===== src/logic/cpsf_defs.vh =====
// constants for the processor flag register block
`ifndef CPSF_DEFS_VH
`define CPSF_DEFS_VH

// flag bit positions
`define CPSF_BIT_CARRY      0
`define CPSF_BIT_CARRY_LO   0
`define CPSF_BIT_HALF       1
`define CPSF_BIT_ZERO       2
`define CPSF_BIT_WRAP       3
`define CPSF_BIT_PDOWN      4
`define CPSF_BIT_WDEXP      5
`define CPSF_ARITH_MASK     8'h0f
`define CPSF_FLAGS_RESET    8'h00
`define CPSF_ARITH_RESET    4'h0

// register byte offsets
`define CPSF_OFS_FLAGS      4'h0
`define CPSF_OFS_EVT_STAT   4'h4
`define CPSF_OFS_EVT_MASK   4'h8
`define CPSF_OFS_SW_CMD     4'hc
`define CPSF_ADDR_BITS      5
`define CPSF_OFS_RESULT     5'h10

// event status bit positions
`define CPSF_EVT_WDEXP      0
`define CPSF_EVT_HALT       1
`define CPSF_EVT_KICK       2
`define CPSF_EVT_WRAP       3
`define CPSF_EVT_BITS       4
`define CPSF_EVT_RESET      4'h0

// software command fields
`define CPSF_CMD_OP_LSB     0
`define CPSF_CMD_A_LSB      8
`define CPSF_CMD_B_LSB      16
`define CPSF_CMD_PEND_BIT   31
`define CPSF_CMD_RESET      32'h0000_0000

// instruction codes
`define CPSF_OP_ADD         4'h0
`define CPSF_OP_ADC         4'h1
`define CPSF_OP_SUB         4'h2
`define CPSF_OP_SBC         4'h3
`define CPSF_OP_AND         4'h4
`define CPSF_OP_OR          4'h5
`define CPSF_OP_XOR         4'h6
`define CPSF_OP_RLC         4'h7
`define CPSF_OP_RRC         4'h8
`define CPSF_OP_INC         4'h9
`define CPSF_OP_DEC         4'ha
`define CPSF_OP_MOV         4'hb
`define CPSF_OP_HALT        4'hc
`define CPSF_OP_KICK        4'hd

// bus responses
`define CPSF_RESP_OKAY      2'h0
`define CPSF_RESP_SLVERR    2'h2

`endif


===== src/logic/cpsf_alu_flags.v =====
// combinational result and flag computation for one instruction
`timescale 1ns/10ps
`default_nettype none
`include "cpsf_defs.vh"

module cpsf_alu_flags
(
   input  wire [3:0] op,          // instruction code
   input  wire [7:0] opnd_a,      // first operand
   input  wire [7:0] opnd_b,      // second operand
   input  wire       carry_in,    // current carry flag
   output reg  [7:0] result,      // operation result
   output reg  [3:0] flags,       // new c, ac, z, ov
   output reg  [3:0] upd          // which flags the op touches
);

   reg [8:0] sum;
   reg [4:0] lo_sum;
   reg [7:0] b_eff;
   reg       cin;
   reg [7:0] low7;

   always @*
   begin
      result = 8'h00;
      flags  = 4'h0;
      upd    = 4'h0;
      b_eff  = opnd_b;
      cin    = 1'b0;
      case (op)
         `CPSF_OP_ADC : cin = carry_in;
         `CPSF_OP_SUB :
         begin
            b_eff = ~opnd_b;
            cin   = 1'b1;
         end
         `CPSF_OP_SBC :
         begin
            b_eff = ~opnd_b;
            cin   = carry_in;
         end
         default : cin = 1'b0;
      endcase
      // subtraction as a plus not b, so carry out means no borrow
      sum    = {1'b0, opnd_a} + {1'b0, b_eff} + {8'h00, cin};
      lo_sum = {1'b0, opnd_a[3:0]} + {1'b0, b_eff[3:0]} + {4'h0, cin};
      low7   = {1'b0, opnd_a[6:0]} + {1'b0, b_eff[6:0]} + {7'h00, cin};
      case (op)
         `CPSF_OP_ADD, `CPSF_OP_ADC, `CPSF_OP_SUB, `CPSF_OP_SBC :
         begin
            result = sum[7:0];
            flags[`CPSF_BIT_CARRY_LO] = sum[8];
            flags[`CPSF_BIT_HALF] = lo_sum[4];
            // carry in xor out of msb
            flags[`CPSF_BIT_WRAP] = low7[7] ^ sum[8];
            upd = 4'hf;
         end
         `CPSF_OP_AND : result = opnd_a & opnd_b;
         `CPSF_OP_OR  : result = opnd_a | opnd_b;
         `CPSF_OP_XOR : result = opnd_a ^ opnd_b;
         `CPSF_OP_INC : result = opnd_a + 8'h01;
         `CPSF_OP_DEC : result = opnd_a - 8'h01;
         `CPSF_OP_RLC :
         begin
            result = {opnd_a[6:0], carry_in};
            flags[`CPSF_BIT_CARRY_LO] = opnd_a[7];
            upd[`CPSF_BIT_CARRY_LO] = 1'b1;
         end
         `CPSF_OP_RRC :
         begin
            result = {carry_in, opnd_a[7:1]};
            flags[`CPSF_BIT_CARRY_LO] = opnd_a[0];
            upd[`CPSF_BIT_CARRY_LO] = 1'b1;
         end
         `CPSF_OP_MOV : result = opnd_a;
         default      : result = 8'h00;
      endcase
      flags[`CPSF_BIT_ZERO] = (result == 8'h00);
      case (op)
         `CPSF_OP_AND, `CPSF_OP_OR, `CPSF_OP_XOR, `CPSF_OP_INC, `CPSF_OP_DEC :
            upd[`CPSF_BIT_ZERO] = 1'b1;
         default : upd[`CPSF_BIT_ZERO] = upd[`CPSF_BIT_ZERO];
      endcase
   end

endmodule // cpsf_alu_flags
`default_nettype wire


===== src/logic/cpsf_sys_flags.v =====
// power-down and watchdog-expired system flags
`timescale 1ns/10ps
`default_nettype none
`include "cpsf_defs.vh"

module cpsf_sys_flags
(
   input  wire aclk,              // core clock
   input  wire aresetn,           // power-up reset, active low
   input  wire halt_exec,         // halt instruction executes
   input  wire kick_exec,         // watchdog_kick_instr executes
   input  wire wd_timeout,        // watchdog_timer_unit time-out pulse
   output reg  powerdown_flag,    // power-down flag
   output reg  watchdog_expired_flag // watchdog-expired flag
);

   always @(posedge aclk)
   begin
      if (!aresetn)
      begin
         powerdown_flag        <= 1'b0;
         watchdog_expired_flag <= 1'b0;
      end
      else
      begin
         if (halt_exec)
            powerdown_flag <= 1'b1;
         else if (kick_exec)
            powerdown_flag <= 1'b0;
         if (wd_timeout)
            watchdog_expired_flag <= 1'b1;
         else if (kick_exec || halt_exec)
            watchdog_expired_flag <= 1'b0;
      end
   end

endmodule // cpsf_sys_flags
`default_nettype wire


===== src/logic/cpsf_top.v =====
// processor flag register with core port and axi4-lite slave
//
// The AXI4-Lite slave port and the address map were chosen for this implementation.
`timescale 1ns/10ps
`default_nettype none
`include "cpsf_defs.vh"

module cpsf_top
(
   input  wire        aclk,          // core clock, 125 mhz
   input  wire        aresetn,       // synchronous reset, active low
   input  wire [4:0]  s_axi_awaddr,  // write address
   input  wire        s_axi_awvalid, // write address valid
   output reg         s_axi_awready, // write address ready
   input  wire [31:0] s_axi_wdata,   // write data
   input  wire [3:0]  s_axi_wstrb,   // write byte enables
   input  wire        s_axi_wvalid,  // write data valid
   output reg         s_axi_wready,  // write data ready
   output reg  [1:0]  s_axi_bresp,   // write response
   output reg         s_axi_bvalid,  // write response valid
   input  wire        s_axi_bready,  // write response ready
   input  wire [4:0]  s_axi_araddr,  // read address
   input  wire        s_axi_arvalid, // read address valid
   output reg         s_axi_arready, // read address ready
   output reg  [31:0] s_axi_rdata,   // read data
   output reg  [1:0]  s_axi_rresp,   // read response
   output reg         s_axi_rvalid,  // read data valid
   input  wire        s_axi_rready,  // read data ready
   input  wire        instr_valid,   // core issues an instruction
   input  wire [3:0]  instr_op,      // instruction code
   input  wire [7:0]  instr_opnd_a,  // first operand
   input  wire [7:0]  instr_opnd_b,  // second operand
   input  wire        wd_timeout,    // watchdog_timer_unit time-out
   output reg  [7:0]  result_data,   // instruction result
   output reg         result_valid,  // result completes, one cycle
   output reg  [7:0]  flags_out,     // processor_flags image
   output reg         irq            // interrupt, active high level
);

   // register select codes from the address decode
   localparam [2:0] SEL_NONE   = 3'h0;
   localparam [2:0] SEL_FLAGS  = 3'h1;
   localparam [2:0] SEL_STAT   = 3'h2;
   localparam [2:0] SEL_MASK   = 3'h3;
   localparam [2:0] SEL_CMD    = 3'h4;
   localparam [2:0] SEL_RESULT = 3'h5;

   // register index decode shared by read and write paths
   function [2:0] reg_sel;
      input [4:0] addr;
      begin
         case (addr)
            {1'b0, `CPSF_OFS_FLAGS}    : reg_sel = SEL_FLAGS;
            {1'b0, `CPSF_OFS_EVT_STAT} : reg_sel = SEL_STAT;
            {1'b0, `CPSF_OFS_EVT_MASK} : reg_sel = SEL_MASK;
            {1'b0, `CPSF_OFS_SW_CMD}   : reg_sel = SEL_CMD;
            `CPSF_OFS_RESULT           : reg_sel = SEL_RESULT;
            default                    : reg_sel = SEL_NONE;
         endcase
      end
   endfunction

   reg  [3:0]  arith_reg;
   reg  [3:0]  arith_next;
   reg  [3:0]  evt_reg;
   reg  [3:0]  evt_next;
   reg  [3:0]  mask_reg;
   reg  [31:0] cmd_reg;
   reg         cmd_pend_reg;
   reg         aw_have_reg;
   reg  [4:0]  aw_addr_reg;
   reg         w_have_reg;
   reg  [31:0] w_data_reg;
   reg  [3:0]  w_strb_reg;
   reg  [31:0] rd_word;
   reg  [3:0]  op_sel;
   reg  [7:0]  a_sel;
   reg  [7:0]  b_sel;
   reg         exec_go;
   reg         pd_next;
   reg         wx_next;
   reg  [3:0]  mask_next;

   wire        aw_take;
   wire        w_take;
   wire        do_write;
   wire        aw_have_next;
   wire        w_have_next;
   wire        bvalid_next;
   wire        ar_take;
   wire        rvalid_next;
   wire [2:0]  wr_sel;
   wire [2:0]  rd_sel;
   wire        wr_low;
   wire [7:0]  alu_result;
   wire [3:0]  alu_flags;
   wire [3:0]  alu_upd;
   wire        halt_exec;
   wire        kick_exec;
   wire        pd_flag;
   wire        wx_flag;
   wire [7:0]  flags_now;
   wire [3:0]  evt_set;
   wire        sw_issue;
   wire        wr_flags;
   wire        wr_stat;
   wire        wr_mask;
   wire        wr_cmd;
   wire        wr_err;
   wire        rd_err;
   wire [7:0]  flags_next;
   wire        irq_next;

   // write channel: address and data taken in either order
   assign aw_take      = s_axi_awvalid & s_axi_awready;
   assign w_take       = s_axi_wvalid & s_axi_wready;
   assign do_write     = aw_have_reg & w_have_reg & ~s_axi_bvalid;
   assign aw_have_next = (aw_have_reg | aw_take) & ~do_write;
   assign w_have_next  = (w_have_reg | w_take) & ~do_write;
   assign bvalid_next  = do_write | (s_axi_bvalid & ~s_axi_bready);
   assign wr_sel       = reg_sel(aw_addr_reg);
   assign wr_low       = do_write & w_strb_reg[0];

   // per-register write strobes; 8-bit registers need byte lane 0
   assign wr_flags     = wr_low & (wr_sel == SEL_FLAGS);
   assign wr_stat      = wr_low & (wr_sel == SEL_STAT);
   assign wr_mask      = wr_low & (wr_sel == SEL_MASK);
   assign wr_cmd       = do_write & (wr_sel == SEL_CMD) & (&w_strb_reg[2:0]);
   // unmapped or read-only targets answer with an error
   assign wr_err       = (wr_sel == SEL_NONE) | (wr_sel == SEL_RESULT);

   // read channel: one read in flight
   assign ar_take      = s_axi_arvalid & s_axi_arready;
   assign rvalid_next  = ar_take | (s_axi_rvalid & ~s_axi_rready);
   assign rd_sel       = reg_sel(s_axi_araddr);
   assign rd_err       = (rd_sel == SEL_NONE);

   // core instruction has priority over a queued software command
   assign sw_issue  = cmd_pend_reg & ~instr_valid;

   always @*
   begin
      op_sel  = instr_op;
      a_sel   = instr_opnd_a;
      b_sel   = instr_opnd_b;
      exec_go = instr_valid;
      if (sw_issue)
      begin
         op_sel  = cmd_reg[`CPSF_CMD_OP_LSB +: 4];
         a_sel   = cmd_reg[`CPSF_CMD_A_LSB +: 8];
         b_sel   = cmd_reg[`CPSF_CMD_B_LSB +: 8];
         exec_go = 1'b1;
      end
   end

   assign halt_exec = exec_go & (op_sel == `CPSF_OP_HALT);
   assign kick_exec = exec_go & (op_sel == `CPSF_OP_KICK);

   cpsf_alu_flags u_alu
   (
      .op       (op_sel),
      .opnd_a   (a_sel),
      .opnd_b   (b_sel),
      .carry_in (arith_reg[`CPSF_BIT_CARRY_LO]),
      .result   (alu_result),
      .flags    (alu_flags),
      .upd      (alu_upd)
   );

   cpsf_sys_flags u_sys
   (
      .aclk                  (aclk),
      .aresetn               (aresetn),
      .halt_exec             (halt_exec),
      .kick_exec             (kick_exec),
      .wd_timeout            (wd_timeout),
      .powerdown_flag        (pd_flag),
      .watchdog_expired_flag (wx_flag)
   );

   // fixed bit layout, bits 7:6 zero
   assign flags_now = {2'b00, wx_flag, pd_flag, arith_reg};

   // system flag values after this edge, same priorities as the flag module
   always @*
   begin
      pd_next = pd_flag;
      if (halt_exec)
         pd_next = 1'b1;
      else if (kick_exec)
         pd_next = 1'b0;
      wx_next = wx_flag;
      if (wd_timeout)
         wx_next = 1'b1;
      else if (kick_exec || halt_exec)
         wx_next = 1'b0;
   end

   always @*
   begin
      arith_next = arith_reg;
      // software reaches only the arithmetic bits
      if (wr_flags)
         arith_next = w_data_reg[3:0];
      // only flags the op touches change
      if (exec_go)
         arith_next = (arith_next & ~alu_upd) | (alu_flags & alu_upd);
   end

   // image after this edge, so flags_out agrees with the flag register
   assign flags_next = {2'b00, wx_next, pd_next, arith_next};

   assign evt_set[`CPSF_EVT_WDEXP] = wd_timeout;
   assign evt_set[`CPSF_EVT_HALT]  = halt_exec;
   assign evt_set[`CPSF_EVT_KICK]  = kick_exec;
   assign evt_set[`CPSF_EVT_WRAP]  = exec_go & alu_upd[`CPSF_BIT_WRAP]
                                     & alu_flags[`CPSF_BIT_WRAP];

   // write-one-to-clear, a new event wins over the clear
   always @*
   begin
      evt_next = evt_reg;
      if (wr_stat)
         evt_next = evt_reg & ~w_data_reg[3:0];
      evt_next = evt_next | evt_set;
   end

   // mask takes a byte-lane-0 write
   always @*
   begin
      mask_next = mask_reg;
      if (wr_mask)
         mask_next = w_data_reg[3:0];
   end

   // level interrupt from unmasked sticky events
   assign irq_next = |(evt_next & mask_next);

   always @*
   begin
      case (rd_sel)
         SEL_FLAGS  : rd_word = {24'h000000, flags_now};
         SEL_STAT   : rd_word = {28'h0000000, evt_reg};
         SEL_MASK   : rd_word = {28'h0000000, mask_reg};
         SEL_CMD    : rd_word = {cmd_pend_reg, cmd_reg[30:0]};
         SEL_RESULT : rd_word = {16'h0000, flags_now, result_data};
         default : rd_word = 32'h00000000;
      endcase
   end

   // bus slave handshake state
   always @(posedge aclk)
   begin
      if (!aresetn)
      begin
         aw_have_reg   <= 1'b0;
         aw_addr_reg   <= 5'h00;
         w_have_reg    <= 1'b0;
         w_data_reg    <= 32'h00000000;
         w_strb_reg    <= 4'h0;
         s_axi_awready <= 1'b0;
         s_axi_wready  <= 1'b0;
         s_axi_bvalid  <= 1'b0;
         s_axi_bresp   <= `CPSF_RESP_OKAY;
         s_axi_arready <= 1'b0;
         s_axi_rvalid  <= 1'b0;
         s_axi_rresp   <= `CPSF_RESP_OKAY;
         s_axi_rdata   <= 32'h00000000;
      end
      else
      begin
         aw_have_reg   <= aw_have_next;
         w_have_reg    <= w_have_next;
         if (aw_take)
            aw_addr_reg <= s_axi_awaddr;
         if (w_take)
         begin
            w_data_reg <= s_axi_wdata;
            w_strb_reg <= s_axi_wstrb;
         end
         s_axi_awready <= ~aw_have_next & ~bvalid_next;
         s_axi_wready  <= ~w_have_next & ~bvalid_next;
         s_axi_bvalid  <= bvalid_next;
         if (do_write)
            s_axi_bresp <= wr_err ? `CPSF_RESP_SLVERR : `CPSF_RESP_OKAY;
         s_axi_arready <= ~rvalid_next;
         s_axi_rvalid  <= rvalid_next;
         if (ar_take)
         begin
            s_axi_rdata <= rd_word;
            s_axi_rresp <= rd_err ? `CPSF_RESP_SLVERR : `CPSF_RESP_OKAY;
         end
      end
   end

   // flag, event and command state
   always @(posedge aclk)
   begin
      if (!aresetn)
      begin
         arith_reg    <= `CPSF_ARITH_RESET;
         evt_reg      <= `CPSF_EVT_RESET;
         mask_reg     <= `CPSF_EVT_RESET;
         cmd_reg      <= `CPSF_CMD_RESET;
         cmd_pend_reg <= 1'b0;
         result_data  <= 8'h00;
         result_valid <= 1'b0;
         flags_out    <= `CPSF_FLAGS_RESET;
         irq          <= 1'b0;
      end
      else
      begin
         arith_reg <= arith_next;
         evt_reg   <= evt_next;
         mask_reg  <= mask_next;
         // a command write queues one operation; a rewrite replaces it
         if (wr_cmd)
         begin
            cmd_reg      <= w_data_reg;
            cmd_pend_reg <= 1'b1;
         end
         else if (sw_issue)
            cmd_pend_reg <= 1'b0;
         result_valid <= exec_go;
         if (exec_go)
            result_data <= alu_result;
         flags_out <= flags_next;
         irq       <= irq_next;
      end
   end

   // no stack path exists; flags are never pushed on call or interrupt

endmodule // cpsf_top
`default_nettype wire


===== config.mk =====
export PLATFORM = sky130hd
export DESIGN_NAME = cpsf_top
export DESIGN_NICKNAME = d
export VERILOG_FILES = /design/src/logic/cpsf_alu_flags.v /design/src/logic/cpsf_sys_flags.v /design/src/logic/cpsf_top.v
export VERILOG_INCLUDE_DIRS = /design/src /design/src/logic
export SDC_FILE = /design/constraint.sdc
export NUM_CORES = 1
export LEC_CHECK = 0
export BUFFER_PORTS_ARGS = -buffer_cell sky130_fd_sc_hd__buf_2
export CAP_MARGIN = 20
export CORE_MARGIN = 5
export CORE_UTILIZATION = 48
export CTS_BUF_LIST = sky130_fd_sc_hd__clkbuf_8 sky130_fd_sc_hd__clkbuf_16
export DETAILED_ROUTE_END_ITERATION = 10
export GPL_TIMING_DRIVEN = 1
export PLACE_DENSITY = 0.69
export SLEW_MARGIN = 20
export SYNTH_ARGS = -nofsm -noshare
export SYNTH_HDL_FRONTEND = slang
export SYNTH_SLANG_ARGS = --single-unit

===== constraint.sdc =====
create_clock -name aclk -period 6.3 [get_ports aclk]
set_clock_uncertainty 0.15 [all_clocks]
set_input_delay 0.315 -clock aclk [delete_from_list [all_inputs] [get_ports aclk]]
set_output_delay 0.315 -clock aclk [all_outputs]
set_load 0.02 [all_outputs]

==> metrics.md <==
| Metric | Value |
|---|---|
| Outcome | finished clean |
| Max Cap Violations | 0 |
| Fill cell count | 1,307 |
| Total Negative Setup Slacks | 0 ps |
| Ys flop type | dfxtp_1 |
| Area Growth Syn to Fin | 23.3% |
| Antenna violations before repair | 0 |
| Register area | roughly 0.0027 mm2 |
| Worst VDD drop | 0.000183 V |
| Power density cells | 252 mW/mm2 |
| CTS Buf Count | 17 |
| Critical path peak fanout | 10 |
| Endpoints failing hold | 0 |
| Max Slew Vio Count | 0 |
| Vias in the first global route | 6,251 |
| Routed WL | 21,200 um |
| DR WL/cell | 17.5 um |
| First-pass GRT wire length | between 30,000 and 40,000 um |
| CTS max path bufs | 2 |
| Multi-input combinational cell area | between 0.003 and 0.004 mm2 |
| Boundary Pins | ~130 |
| First-pass iteration count of the detailed router | 6 |
| Static Leakage | 3.62 nW |
| Initial Util | 48.6% |
| Tightest Pin Transition | between 1000 and 1500 ps |
| Finish-stage setup viols | 0 |
| Nets | approximately 1,100 |
| Chip Height | 131 um |
| Mean Syn Cell Area | 7.95 um2 |
| CTS tree | built |
| Largest register FFs | 32 |
| Ys async rst share | 0% |
| #FFs+latches synth | ~140 |
| Synth Instances | 882 |
| Post-route clock period utilization | roughly three quarters |
| Post-Syn Area | 0.00701 mm2 |
| Pin count of the biggest net entering global routing | 97 |
| N_diodes | 0 |
| Core Area | 0.0144 mm2 |
| Die width | 131 um |
| Routed Antenna Nets | 0 |
| Port Buffers | 127 |
| DRC viols | 0 |
| Post-CTS Setup Bufs | 0 |
| EDFF count, synth | 0 |
| Worst-Skew Late Latency | 420 ps |
| Root Driver | clkbuf_16 |
| Share of layout cells above drive strength 1 | 19.6% |
| GR Util All Layers | 24.8% |
| Path type of the worst setup path | register to register |
| Reg clk slew, reported paths | around 60 ps |
| Clock sinks | 136 |
| Fin area | between 0.008 and 0.009 mm2 |
| Max_slew headroom | 30.8% |
| Crit path required time | 6440 ps |
| Iter 0 DRT Violations | 645 |
| Vias per cell | 5.66 |
| Ranking of synthesized cells by area | dfxtp_1, nand2_1, a21oi_1 |
| Critical Path Sink Type | register |
| DPL Wire Length | 14,800 um |
| WP data arrival | 4810 ps |
| Max Fclk | 0.214 GHz |
| DR vias | 6,848 |
| H-tree depth | 4 |
| Synth top area share | 38.8% |
| CP Launch Type | register |
| Yosys top cell by area | dfxtp_1 |
| Cell variety after synth | 68 |
| Sequential fraction of the synthesis area | 38.8% |
| GRT overflow | 0 |
| Die area | roughly 0.017 mm2 |
| Minimum clock period | 4670 ps |
| RSZ-0062 raised after global routing | no |
| GP Congestion | about 1 |
| Hold Path Class | input port to register |
| Commonest non-fill, non-tap cell in the layout | nand2_1 |
| Yosys Warn Count | 0 |
| Floorplan row count | between 40 and 50 |
| Most frequent cells in the layout | nand2_1, dfxtp_1, buf_2 |
| Post-DP Area | between 0.007 and 0.008 mm2 |
-- per-stage QoR --
step	utilization, %	hold slack [ps]	worst slack (ps)	power [mW]	instances
2_1_floorplan	-	282	2250	1.11	885
3_3_place_gp	53.1	287	1640	1.20	1141
3_5_place_dp	53.1	290	1600	1.20	1141
4_1_cts	59.7	4.97	1650	2.19	1209
5_1_grt	60.0	2.26	1370	2.26	1209
6_report	60.0	11.3	1630	2.18	1209
-- cell families (layout without fill, tap and decap cells) --
group	after synthesis	count (layout)	synth area share, %
AND/OR/NAND/NOR	347	347	21.5
multiplexers	41	41	6.16
flip-flops	136	136	38.8
other	1	4	0.0535
AO/OA/AOI/OAI	215	215	19.1
XOR/XNOR	23	23	2.87
adder cells (fa/ha/maj)	32	32	6.03
buffers and inverters	87	227	5.46
-- power breakdown --
part           internal, mW  switching (mW)  total [mW]
clock                 0.595           0.382       0.977
sequential            0.884          0.0192       0.904
combinational         0.119           0.181       0.300
total                  1.60           0.582        2.18
-- layer usage --
metal / global-route usage (%) / wire length, um / vias to the layer above
met3: 6.06 / 1560 / 40
met2: 38.7 / 9800 / 284
met4: 8.05 / 473 / 0
met5: 0 / 0 / -
met1: 33.9 / 9380 / 3216
li1: - / - / 3308
-- worst paths after layout --
check | from | end | slack (ps) | depth (start not counted)
worst max-delay path | cmd_pend_reg | irq | 1630 | 14
worst min-delay path | s_axi_wdata[21] | w_data_reg[21] | 10 | 3
worst max register to register | cmd_pend_reg | irq | 1630 | 14
worst min register to register | s_axi_rdata[17] | s_axi_rdata[17] | 300 | 2
-- worst max-delay path, cell delays in order (launching register included) --
cell and delay (ps):
dfxtp_1 560, or4b_2 660, o31a_1 190, nor2_2 490, xnor2_1 180, fa_1 460, fa_1 420, nand3_1 80
and2_1 210, o21ai_0 160, a21o_1 200, a21o_1 190, xnor2_1 150, a32oi_1 300, o221ai_1 140
-- cell usage after synthesis (5+ instances only) --
cell type  count
xor2_1         5
buf_2          6
mux2_2        17
ha_1          29
clkbuf_1      40
inv_1         24
a211oi_1       8
o21ai_0       16
nor2_1        76
dfxtp_1      136
xnor2_1       18
nand3_1       34
a32oi_1        5
a22oi_1       19
a21oi_1      124
nor3_1        15
nand2_1      182
buf_1          6
and2_1         5
mux2i_1       24
buf_4          7
-- final cells by class --
type	count	share of cell area, %
multi-input cells	662	45.8
flip-flops and latches	136	31.5
repair buffers	170	12.1
clock buffers	18	5.08
well taps	184	2.66
clock inverters	14	1.74
inverters	25	1.10
-- what timing repair did --
item,CTS,global route
hold buffers,36,0
endpoints found under the hold margin,36,0
gates resized for setup,0,0
(Power assumes the default switching activity.)
